## src/inc/sgc_map.vh

```
// register map, field positions, reset values and timing constants
`ifndef SGC_MAP_VH
`define SGC_MAP_VH

// register addresses on the management interface
`define SGC_ADDR_GC3      8'h05
`define SGC_ADDR_GC4      8'h06
`define SGC_ADDR_STL      8'h07
`define SGC_ADDR_FTA      8'h08
`define SGC_ADDR_FTB      8'h09

// reset values
`define SGC_RST_GC3       8'h00
`define SGC_RST_GC4       8'h00
`define SGC_RST_STL       8'h4a
`define SGC_RST_FTA       8'h24
`define SGC_RST_FTB       8'h28
`define SGC_RDATA_NONE    8'h00

// vlan / snoop / scheduling register fields
`define SGC_B_VLAN        7
`define SGC_B_IGMP        6
`define SGC_B_DIRECT      5
`define SGC_B_PRETAG      4
`define SGC_B_PRIO_HI     3
`define SGC_B_PRIO_LO     2
`define SGC_B_TAGMASK     1
`define SGC_B_SNIFF       0

// mii / storm-high register fields
`define SGC_B_BP          7
`define SGC_B_HDX         6
`define SGC_B_FC          5
`define SGC_B_SPD10       4
`define SGC_B_NULLVID     3
`define SGC_B_STH_HI      2
`define SGC_B_STH_LO      0

// priority scheme codes and high-per-low ratios
`define SGC_PRIO_STRICT   2'h0
`define SGC_PRIO_R10      2'h1
`define SGC_PRIO_R5       2'h2
`define SGC_PRIO_R2       2'h3
`define SGC_RATIO_10      4'ha
`define SGC_RATIO_5       4'h5
`define SGC_RATIO_2       4'h2

// switch mii is the last port; tag mask uses the low vid bits
`define SGC_MII_PORT      4
`define SGC_VID_NULL      12'h000

// storm period timing
`define SGC_CLK_MHZ       125
`define SGC_STORM_MS_100  50
`define SGC_STORM_MS_10   500

`endif

```

## src/hdl/sgc_storm_port.v

```verilog
// per-port broadcast storm limiter: block counter against threshold
`timescale 1ns/10ps
module sgc_storm_port #(
  parameter TH_W = 11
) (
  input  wire            clk,
  input  wire            sys_rst,
  input  wire            prot_en,
  input  wire            speed_10,
  input  wire            tick_100,
  input  wire            tick_10,
  input  wire [TH_W-1:0] threshold,
  input  wire            bcast_blk,
  output wire            storm_drop
);

  reg  [TH_W-1:0] blk_cnt_ff;
  reg  [TH_W-1:0] nxt_blk_cnt;
  wire            period_end;
  wire            at_limit;

  // period is picked from the port's own speed
  assign period_end = speed_10 ? tick_10 : tick_100;
  assign at_limit   = (blk_cnt_ff >= threshold);

  // count broadcast blocks, saturate, clear at period boundary
  always @* begin
    nxt_blk_cnt = blk_cnt_ff;
    if (period_end) begin
      nxt_blk_cnt = {TH_W{1'b0}};
    end else if (bcast_blk && !at_limit) begin
      nxt_blk_cnt = blk_cnt_ff + {{(TH_W-1){1'b0}}, 1'b1};
    end
  end

  always @(posedge clk or posedge sys_rst) begin
    if (sys_rst) begin
      blk_cnt_ff <= {TH_W{1'b0}};
    end else begin
      blk_cnt_ff <= nxt_blk_cnt;
    end
  end

  // limiting acts only with the port's protection enabled
  assign storm_drop = prot_en & at_limit;

endmodule

```

## src/hdl/sgc_sched.v

```verilog
// high/low output queue arbiter with programmable ratio
`timescale 1ns/10ps
`include "sgc_map.vh"
module sgc_sched (
  input  wire       clk,
  input  wire       sys_rst,
  input  wire [1:0] scheme,
  input  wire       hi_pending,
  input  wire       lo_pending,
  input  wire       pick,
  output wire       grant_hi,
  output wire       grant_lo
);

  reg  [3:0] hi_run_ff;
  reg  [3:0] ratio;
  wire       lo_turn;

  // number of high packets allowed before one low packet
  always @* begin
    case (scheme)
      `SGC_PRIO_R10: ratio = `SGC_RATIO_10;
      `SGC_PRIO_R5:  ratio = `SGC_RATIO_5;
      `SGC_PRIO_R2:  ratio = `SGC_RATIO_2;
      default:       ratio = 4'h0;
    endcase
  end

  // low wins when its turn is due or high is idle; strict never forces it
  assign lo_turn  = (scheme != `SGC_PRIO_STRICT) && (hi_run_ff >= ratio);
  assign grant_lo = pick & lo_pending & (lo_turn | ~hi_pending);
  assign grant_hi = pick & hi_pending & ~grant_lo;

  // run length of high grants since the last low grant
  always @(posedge clk or posedge sys_rst) begin
    if (sys_rst) begin
      hi_run_ff <= 4'h0;
    end else if (grant_lo) begin
      hi_run_ff <= 4'h0;
    end else if (grant_hi && hi_run_ff != 4'hf) begin
      hi_run_ff <= hi_run_ff + 4'h1;
    end
  end

endmodule

```

## src/hdl/sgc_top.v

```verilog
// switch global control 3..7 register bank with forwarding controls
// Function
// - vlan mode bit enables 802.1q tag forwarding; resets to zero
// - igmp snoop bit sends every igmp packet not received from the switch mii port to that port
// - direct mode forwards mii packets to preamble-named ports, skipping lookup
// - pre-tag prefixes mii-bound packets with their source port number
// - two-bit scheme: strict, or high/low ratios 10:1, 5:1, 2:1
// - tag mask uses the low five vid bits as destination port mask
// - sniff bit set needs both ports to match, clear needs either
// - mii back pressure enable bit, resets to zero
// - mii half duplex when set, full duplex when clear
// - mii full-duplex flow control enable bit
// - mii runs 10 Mbps when set, 100 Mbps when clear
// - duplex, flow control and speed reset from strap pin levels
// - null vid replaced by the port default vid when enabled
// - 11-bit storm threshold of 64-byte blocks split across two registers
// - storm period is 50 ms at 100 Mbps, 500 ms at 10 Mbps
// - storm threshold resets to 0x4a low byte, zero upper bits
// - storm limiting applies only while the port's enable is set
`timescale 1ns/10ps
`include "sgc_map.vh"
module sgc_top #(
  parameter NPORT         = 5,
  parameter CNT_W         = 26,
  parameter STORM_CYC_100 = `SGC_STORM_MS_100 * 1000 * `SGC_CLK_MHZ,
  parameter STORM_CYC_10  = `SGC_STORM_MS_10 * 1000 * `SGC_CLK_MHZ
) (
  input  wire             clk,
  input  wire             sys_rst,
  input  wire [7:0]       reg_addr,
  input  wire             reg_wr,
  input  wire             reg_rd,
  input  wire [7:0]       reg_wdata,
  output wire [7:0]       reg_rdata,
  input  wire             speed_strap_pin,
  input  wire             duplex_strap_pin,
  input  wire             flow_control_strap_pin,
  output wire             vlan_mode_en,
  output wire             igmp_snoop_en,
  output wire             direct_mode_en,
  output wire             pretag_en,
  output wire             mii_backpressure_en,
  output wire             mii_half_duplex,
  output wire             mii_flow_ctrl_en,
  output wire             mii_speed_10,
  output wire [10:0]      storm_threshold,
  input  wire             pkt_valid,
  input  wire [2:0]       pkt_src_port,
  input  wire             pkt_is_igmp,
  input  wire             pkt_tagged,
  input  wire [11:0]      pkt_vid,
  input  wire [NPORT-1:0] pkt_lookup_mask,
  input  wire [NPORT-1:0] vlan_member_mask,
  input  wire [11:0]      port_default_vid,
  input  wire             switch_port_receive_valid,
  input  wire [NPORT-1:0] direct_dest_mask,
  input  wire             sniff_rx_hit,
  input  wire             sniff_tx_hit,
  output wire             dec_valid,
  output wire [NPORT-1:0] fwd_mask,
  output wire [11:0]      out_vid,
  output wire             mirror,
  output wire             mii_pretag,
  output wire [2:0]       mii_pretag_port,
  input  wire             hi_pending,
  input  wire             lo_pending,
  input  wire             sched_pick,
  output wire             grant_hi,
  output wire             grant_lo,
  input  wire [NPORT-1:0] port_speed_10,
  input  wire [NPORT-1:0] storm_port_en,
  input  wire [NPORT-1:0] bcast_blk,
  output wire [NPORT-1:0] storm_drop
);

  // last count of each period, cut to the timer width on purpose
  localparam [31:0]      CYC_100_M1 = STORM_CYC_100 - 1;
  localparam [31:0]      CYC_10_M1  = STORM_CYC_10 - 1;
  localparam [CNT_W-1:0] LAST_100   = CYC_100_M1[CNT_W-1:0];
  localparam [CNT_W-1:0] LAST_10    = CYC_10_M1[CNT_W-1:0];

  reg  [7:0]       gc3_ff;
  reg  [7:0]       gc4_ff;
  reg  [7:0]       stl_ff;
  reg  [7:0]       fta_ff;
  reg  [7:0]       ftb_ff;
  reg  [7:0]       reg_rdata_ff;
  reg  [7:0]       nxt_rdata;
  reg              strap_done_ff;
  reg  [CNT_W-1:0] per100_ff;
  reg  [CNT_W-1:0] per10_ff;
  reg              tick100_ff;
  reg              tick10_ff;
  reg              dec_valid_ff;
  reg  [NPORT-1:0] fwd_mask_ff;
  reg  [11:0]      out_vid_ff;
  reg              mirror_ff;
  reg              mii_pretag_ff;
  reg  [2:0]       mii_pretag_port_ff;
  reg  [NPORT-1:0] nxt_fwd_mask;
  reg  [11:0]      nxt_out_vid;
  reg              nxt_mirror;
  wire             wr_gc3;
  wire             wr_gc4;
  wire             wr_stl;
  wire             wr_fta;
  wire             wr_ftb;
  wire             from_mii;

  // write strobes per register
  assign wr_gc3 = reg_wr && (reg_addr == `SGC_ADDR_GC3);
  assign wr_gc4 = reg_wr && (reg_addr == `SGC_ADDR_GC4);
  assign wr_stl = reg_wr && (reg_addr == `SGC_ADDR_STL);
  assign wr_fta = reg_wr && (reg_addr == `SGC_ADDR_FTA);
  assign wr_ftb = reg_wr && (reg_addr == `SGC_ADDR_FTB);

  // vlan, snoop, mii-mode and scheduling register
  always @(posedge clk or posedge sys_rst) begin
    if (sys_rst) begin
      gc3_ff <= `SGC_RST_GC3;
    end else if (wr_gc3) begin
      gc3_ff <= reg_wdata;
    end
  end

  // mii control and storm-high register; straps caught after reset release
  always @(posedge clk or posedge sys_rst) begin
    if (sys_rst) begin
      gc4_ff        <= `SGC_RST_GC4;
      strap_done_ff <= 1'b0;
    end else begin
      strap_done_ff <= 1'b1;
      if (!strap_done_ff) begin
        gc4_ff[`SGC_B_HDX]   <= duplex_strap_pin;
        gc4_ff[`SGC_B_FC]    <= flow_control_strap_pin;
        gc4_ff[`SGC_B_SPD10] <= speed_strap_pin;
      end else if (wr_gc4) begin
        gc4_ff <= reg_wdata;
      end
    end
  end

  // storm-low and factory test registers
  always @(posedge clk or posedge sys_rst) begin
    if (sys_rst) begin
      stl_ff <= `SGC_RST_STL;
      fta_ff <= `SGC_RST_FTA;
      ftb_ff <= `SGC_RST_FTB;
    end else begin
      if (wr_stl) begin
        stl_ff <= reg_wdata;
      end
      if (wr_fta) begin
        fta_ff <= reg_wdata;
      end
      if (wr_ftb) begin
        ftb_ff <= reg_wdata;
      end
    end
  end

  // read mux; unmapped addresses read zero
  always @* begin
    if (reg_addr == `SGC_ADDR_GC3) begin
      nxt_rdata = gc3_ff;
    end else if (reg_addr == `SGC_ADDR_GC4) begin
      nxt_rdata = gc4_ff;
    end else if (reg_addr == `SGC_ADDR_STL) begin
      nxt_rdata = stl_ff;
    end else if (reg_addr == `SGC_ADDR_FTA) begin
      nxt_rdata = fta_ff;
    end else if (reg_addr == `SGC_ADDR_FTB) begin
      nxt_rdata = ftb_ff;
    end else begin
      nxt_rdata = `SGC_RDATA_NONE;
    end
  end

  // read data held until the next read
  always @(posedge clk or posedge sys_rst) begin
    if (sys_rst) begin
      reg_rdata_ff <= `SGC_RDATA_NONE;
    end else if (reg_rd) begin
      reg_rdata_ff <= nxt_rdata;
    end
  end

  assign reg_rdata = reg_rdata_ff;

  // configuration outputs straight from register bits
  assign vlan_mode_en        = gc3_ff[`SGC_B_VLAN];
  assign igmp_snoop_en       = gc3_ff[`SGC_B_IGMP];
  assign direct_mode_en      = gc3_ff[`SGC_B_DIRECT];
  assign pretag_en           = gc3_ff[`SGC_B_PRETAG];
  assign mii_backpressure_en = gc4_ff[`SGC_B_BP];
  assign mii_half_duplex     = gc4_ff[`SGC_B_HDX];
  assign mii_flow_ctrl_en    = gc4_ff[`SGC_B_FC];
  assign mii_speed_10        = gc4_ff[`SGC_B_SPD10];
  assign storm_threshold     = {gc4_ff[`SGC_B_STH_HI:`SGC_B_STH_LO], stl_ff};

  // storm period timers for 100 Mbps and 10 Mbps ports
  always @(posedge clk or posedge sys_rst) begin
    if (sys_rst) begin
      per100_ff  <= {CNT_W{1'b0}};
      per10_ff   <= {CNT_W{1'b0}};
      tick100_ff <= 1'b0;
      tick10_ff  <= 1'b0;
    end else begin
      tick100_ff <= (per100_ff == LAST_100);
      tick10_ff  <= (per10_ff == LAST_10);
      if (per100_ff == LAST_100) begin
        per100_ff <= {CNT_W{1'b0}};
      end else begin
        per100_ff <= per100_ff + {{(CNT_W-1){1'b0}}, 1'b1};
      end
      if (per10_ff == LAST_10) begin
        per10_ff <= {CNT_W{1'b0}};
      end else begin
        per10_ff <= per10_ff + {{(CNT_W-1){1'b0}}, 1'b1};
      end
    end
  end

  assign from_mii = (pkt_src_port == `SGC_MII_PORT) && switch_port_receive_valid;

  // destination mask, vid and mirror decision for one packet
  always @* begin
    nxt_fwd_mask = pkt_lookup_mask;
    nxt_out_vid  = pkt_vid;
    if (direct_mode_en && from_mii) begin
      nxt_fwd_mask = direct_dest_mask;
    end else if (gc3_ff[`SGC_B_TAGMASK] && pkt_tagged) begin
      nxt_fwd_mask = pkt_vid[NPORT-1:0];
    end else if (vlan_mode_en && pkt_tagged) begin
      nxt_fwd_mask = pkt_lookup_mask & vlan_member_mask;
    end
    if (igmp_snoop_en && pkt_is_igmp && !from_mii) begin
      nxt_fwd_mask[`SGC_MII_PORT] = 1'b1;
    end
    if (gc4_ff[`SGC_B_NULLVID] && pkt_tagged && pkt_vid == `SGC_VID_NULL) begin
      nxt_out_vid = port_default_vid;
    end
    if (gc3_ff[`SGC_B_SNIFF]) begin
      nxt_mirror = sniff_rx_hit & sniff_tx_hit;
    end else begin
      nxt_mirror = sniff_rx_hit | sniff_tx_hit;
    end
  end

  // registered decision, one cycle after pkt_valid
  always @(posedge clk or posedge sys_rst) begin
    if (sys_rst) begin
      dec_valid_ff       <= 1'b0;
      fwd_mask_ff        <= {NPORT{1'b0}};
      out_vid_ff         <= `SGC_VID_NULL;
      mirror_ff          <= 1'b0;
      mii_pretag_ff      <= 1'b0;
      mii_pretag_port_ff <= 3'h0;
    end else begin
      dec_valid_ff <= pkt_valid;
      if (pkt_valid) begin
        fwd_mask_ff        <= nxt_fwd_mask;
        out_vid_ff         <= nxt_out_vid;
        mirror_ff          <= nxt_mirror;
        mii_pretag_ff      <= pretag_en & nxt_fwd_mask[`SGC_MII_PORT];
        mii_pretag_port_ff <= pkt_src_port;
      end
    end
  end

  assign dec_valid       = dec_valid_ff;
  assign fwd_mask        = fwd_mask_ff;
  assign out_vid         = out_vid_ff;
  assign mirror          = mirror_ff;
  assign mii_pretag      = mii_pretag_ff;
  assign mii_pretag_port = mii_pretag_port_ff;

  // output queue arbitration by priority scheme
  sgc_sched u_sched (
    .clk        (clk),
    .sys_rst    (sys_rst),
    .scheme     (gc3_ff[`SGC_B_PRIO_HI:`SGC_B_PRIO_LO]),
    .hi_pending (hi_pending),
    .lo_pending (lo_pending),
    .pick       (sched_pick),
    .grant_hi   (grant_hi),
    .grant_lo   (grant_lo)
  );

  // one storm limiter per port
  genvar gi;
  generate
    for (gi = 0; gi < NPORT; gi = gi + 1) begin : g_storm
      sgc_storm_port #(
        .TH_W (11)
      ) u_storm (
        .clk        (clk),
        .sys_rst    (sys_rst),
        .prot_en    (storm_port_en[gi]),
        .speed_10   (port_speed_10[gi]),
        .tick_100   (tick100_ff),
        .tick_10    (tick10_ff),
        .threshold  (storm_threshold),
        .bcast_blk  (bcast_blk[gi]),
        .storm_drop (storm_drop[gi])
      );
    end
  endgenerate

endmodule

```

## config.mk

```make
export PLATFORM = sky130hd
export DESIGN_NAME = sgc_top
export DESIGN_NICKNAME = d
export VERILOG_FILES = /design/src/hdl/sgc_storm_port.v /design/src/hdl/sgc_sched.v /design/src/hdl/sgc_top.v
export VERILOG_INCLUDE_DIRS = /design/src /design/src/inc
export SDC_FILE = /design/constraint.sdc
export NUM_CORES = 1
export LEC_CHECK = 0
export ABC_CLOCK_PERIOD_IN_PS = 11600
export BUFFER_PORTS_ARGS = -buffer_cell sky130_fd_sc_hd__buf_2
export CAP_MARGIN = 20
export CORE_UTILIZATION = 42
export CTS_CLUSTER_DIAMETER = 120
export DETAILED_ROUTE_END_ITERATION = 10
export PLACE_DENSITY = 0.65
export RECOVER_POWER = 25
export REMOVE_ABC_BUFFERS = 1
export SYNTH_ARGS = -nofsm -noshare
export SYNTH_HDL_FRONTEND = slang
export SYNTH_HIERARCHICAL = 1
export SYNTH_SLANG_ARGS = --single-unit
```

## constraint.sdc

```tcl
create_clock -name clk -period 11.6 [get_ports clk]
set_input_delay 2.32 -clock clk [delete_from_list [all_inputs] [get_ports clk]]
set_output_delay 2.32 -clock clk [all_outputs]
set_load 0.005 [all_outputs]
```

# --- Yosys cells after proc, flatten, opt, wreduce, memory -nomap -nowiden ---
# Index checks and enable logic that the tools add are counted.
word_totals:
  regBits: 185
  latch_bits: 0
  mem_bits_rw: 0
  rom_bits: 0
  inputBits: 89
  out_inout_bits: 57
  word_cells: 135
  mem_count: 0
classes:
  n_addsub: 8
  multipliers: 0
  div: 0
  n_lt_le_gt_ge: 6
  eq_ne: 13
  n_shift: 0
  mux: 33
  n_bitwise: 16
  n_reduce_logical: 35
ops:
  columns: ["cell", "count"]
  rows:
  - ["$mux W11", 10]
  - ["$add A11 B1 Y11 const B", 5]
  - ["$ge A11 B11 Y1", 5]
  - ["$add A26 B1 Y26 const B", 2]
  - ["$mux W26", 2]
  - ["$mux W8", 5]
  - ["$eq A26 B23 Y1 const B", 1]
  - ["$eq A26 B26 Y1 const B", 1]
  - ["$eq A8 B3 Y1 const B", 3]
  - ["$logic_and A1 B1 Y1", 20]
  - ["$eq A8 B4 Y1 const B", 2]
  - ["$mux W5", 3]
  - ["$reduce_bool A2 Y1", 7]
  - ["$logic_not A12 Y1", 1]
  - ["$mux W12", 1]
  - ["$pmux W4 S3", 1]
  - ["$and A1 B1 Y1", 11]
  - ["$mux W4", 2]
  - ["$mux W1", 7]
  - ["$mux W7", 1]
  - ["$logic_not A1 Y1", 6]
  - ["$and A5 B5 Y5", 1]
  - ["$add A4 B1 Y4 const B", 1]
  - ["$eq A2 B2 Y1 const B", 2]
  - ["other kinds (9)", 11]

# --- Longest topological paths before layout ---
logic_depth:
  word_depth: 11
  ltp_mapped: 8
  ltp_nobuf: 8

# --- Cells and area by module ---
# Netlist, hierarchy kept.
modules_own_cells:
  columns: ["module", "n_inst", "cells_each", "area_each_um2", "seq_area_each_um2"]
  rows:
  - ["sgc_top", 1, 528, 5884.4, 3161.8]
  - ["sgc_storm_port", 5, 106, 888.4, 275.3]
  - ["sgc_sched", 1, 45, 399.1, 100.1]

# --- Worst setup path before layout ---
# OpenSTA, ideal clock, no wires.
synth_path:
  path_type: "in2out"
  startpoint: "in hi_pending"
  endpoint: "out grant_lo"
  t_arrival_ps: 2930
  t_required_ps: 9280
  path_slack_ps: 6350
  stages: 3
  path_buffers: 0
  path_cell_list: "inv_1 -> o311ai_0 -> nor2_1"
synth_between:
  elab_chain_cells: 3
synth_rtl:
  columns: ["item", "line", "source"]
  rows:
  - ["from (decl)", "sgc_top.v:65", "input wire hi_pending,"]
  - ["$not A1 Y1", "sgc_sched.v:31", "assign grant_lo = pick & lo_pending & (lo_turn | ~hi_pending);"]
  - ["$or A1 B1 Y1", "sgc_sched.v:31", null]
  - ["$and A1 B1 Y1", "sgc_sched.v:31", null]
  - ["to (decl)", "sgc_top.v:69", "output wire grant_lo,"]
# Every way passes these cells.

# --- Worst setup path in the final report ---
# Same ends and word-level chain as after synthesis.

==> impl_results.md <==
* Pwr Total at 1739 µW
* Largest vdd supply drop at about 0.00011 V
* CP arrival at 3.31 ns
* Share of layout cells above drive strength 1 at 0.1989
* Avg Inst Size Synth at 9.724 µm²
* Worst setup margin at 5.972 ns
* WS Path Type: in -> out
* Die height at 161.8 µm
* Main area contributors after synthesis: dfrtp_1, ha_1, a21oi_1
* Via/cell ratio at 5.549
* Critical path launch point type: input pin
* Failing checks: capacitance limit, slew limit
* Hold Crit Class: reg -> reg
* Pre-CTS setup slack at 6.007 ns
* Area of the core at 25110 µm²
* Num Clock Sinks at 185
* I/O pins at 146
* Initial antenna violation count at 2
* FF+latch count, synth at 185
* Dpl hpwl at 18970 µm
* WL/cell at 16.49 µm
* Main flop type after synthesis: dfrtp_1
* Routed wire length at 26130 µm
* Cts bufs inserted at 17
* DRT iter0 DRCs at 549
* Synth unique cells at between 60 and 70
* Setup TNS at 0 ns
* Worst Max-Slew Pin Slew at 2.439 ns
* Via Count at 8789
* Vias in the first global route at 8399
* First-pass GRT wire length at 43360 µm
* IO Port Bufs at 145
* PwrDens at about 140 nW/µm²
* Post-synthesis instance area at 10730 µm²
* Worst EP required at 9.28 ns
* CTS resizes at 0
* Leak at 0.005503 µW
* Row count at 58
* Gr usage total at 0.2078
* Top cells by count, synth: dfrtp_1, a21oi_1, inv_1, nand2_1, ha_1
* Seq/Total Area, Yosys at 0.4325
* Routability cong. at roughly 0.9
* CTS Hold Bufs at 0
* Setup repair after global routing missed its margin: false
* Count leader, synth: dfrtp_1
* Final period util at 0.4852
* Rel. slew slack at -0.6407
* Final count of hold timing violations at 0
* Cell taking the most area after synthesis: dfrtp_1
* Max Transition Viols Final at 18
* Post-CTS Setup Repair Bufs at 0
* Layout Skew at 0.01329 ns
* Finished Core Util at 0.4908
* Clock root buffer: clkbuf_16
* Clock Pin Slew Worst Setup and Hold Paths at around 0.08 ns
* Die Wd at 161.8 µm
* Remaining global-route overflow at 0
* Post-Layout Cell Count at 1584
* Crit Path Max Fanout at 4
* Run status: finished, violations left
* Post-synth ARST share at 1.000
* Placed cell count at 1550
* Final setup violation count at 0
* Max cap viols at 1
* Die ar. at 26180 µm²
* Post-Synthesis Cells at 1103
* H-tree depth at 4
* DR DRC count at 0
* Worst-skew pair later-pin latency at 0.44 ns
* Critical Path Sink Type: primary output
* Antenna Violating Nets Remaining at 0
* Fin crit period at 5.628 ns
* Area Overhead vs Synth at 14.91%
* EDFF count, synth at 0
* Starting Density at 0.4271
* Drt pass-1 iters at 5
* Yosys warnings at 6
* Final Net Count at between 1000 and 1500
* TritonCTS clock tree: done
* Max Fclk at 177.7 MHz
* Post-synth top area share at 0.4153
* Largest net degree at the start of global routing at 68
* Worst-case clock buffer depth at 2
==> registers in the layout (all words and copies together) (netlist names), 3 cells and up <==
register and cells:
fta_ff 8, ftb_ff 8, fwd_mask 5, g_storm.u_storm/blk_cnt_ff 55, gc3_ff 8, gc4_ff 8, mii_pretag_port 3, out_vid 12
per100_ff 26, per10_ff 26, reg_rdata 8, stl_ff 8, u_sched/hi_run_ff 4
==> routing by layer <==
layer  vias up  part of all wire  wire [µm]  GRT usage
met2       150              0.48      12580     0.3379
li1       4304                 -          -          -
met5         -                 0          0          0
met3        31             0.038       1001    0.04137
met4         0             0.017        435    0.05660
met1      4304              0.46      12110     0.2814
==> worst paths after layout <==
check,startpoint,endpoint,slack [ns],cells past startpoint
setup / recovery,hi_pending,grant_lo,5.97,5
hold / removal,per10_ff[25],per10_ff[25],0.47,1
setup reg to reg,per10_ff[14],per10_ff[24],8.24,5
hold reg to reg,per10_ff[25],per10_ff[25],0.47,1
max in group asynchronous,sys_rst,tick100_ff,7.95,3
min in group asynchronous,sys_rst,u_sched/hi_run_ff[0],2.07,2
==> worst max-delay path, stage by stage <==
cell	delay, ns
buf_2	0.09
inv_1	0.05
o311ai_0	0.55
nor2_1	0.14
buf_2	0.16
==> stage by stage <==
step	hold slack (ns)	instance area, µm²
CTS	0.4806	12360
global route	0.4849	12320
finish	0.4720	12320
detailed placement	0.4635	11740
global placement	0.4620	11740
floorplan	0.4406	10580
==> layout make-up <==
class                           instances  area [µm²]
Inverter                               89       336.6
Fill cell                            2399       12780
Clock inverter                         15       195.2
Multi-Input combinational cell        799        5575
Sequential cell                       185        4638
Clock buffer                           17       425.4
Tap cell                              330       412.9
Timing Repair Buffer                  147       735.7
Antenna cell                            2       5.005
==> placed cells by master, fill, tap and decap left out, types with 4 or more instances in the layout <==
master     Yosys  final
nand2_1       80     80
a41o_1         5      5
o21ai_1       10     10
nand3b_1       6      6
xnor2_1       20     20
nand4_1       18     18
o22ai_1        8      8
nor4_1        16     19
mux2_4         8      8
and4_1         7      7
nand2b_1       8      8
nor3_1         6      6
inv_8          0      5
o22a_1         8      8
clkinv_8       0      4
nor2b_1       14     14
or4_1         35     35
mux2i_1       24     24
a221o_1        5      5
xor2_1        21     21
dfrtp_1      178    178
ha_1          67     67
clkbuf_16      0     17
inv_1         89     88
a31oi_1        6      6
mux2_2        49     49
o31ai_1       35     35
dfstp_2        7      7
o21ai_0       42     42
nor2_1        62     62
buf_2          8    144
nand3_1       51     51
and2_1        12     12
and3_1        21     21
a32oi_1        4      4
a221oi_1       5      5
a21oi_1      112    112
==> power by group <==
part / internal, µW / leakage (µW) / switching [µW]
logic: 154 / 0.00286 / 188
clock network: 314 / 0.000303 / 294
registers: 707 / 0.00234 / 81.6
==> logic make-up after synthesis <==
group | after synthesis | synth area share
simple gates | 354 | 0.1811
flops | 185 | 0.4325
xor+xnor | 41 | 0.03348
other cells | 1 | 0.0003496
buf+inv | 119 | 0.04433
mux | 81 | 0.08504
fa+ha+maj | 68 | 0.07909
compound gates | 254 | 0.1442
(Power assumes the default switching activity.)
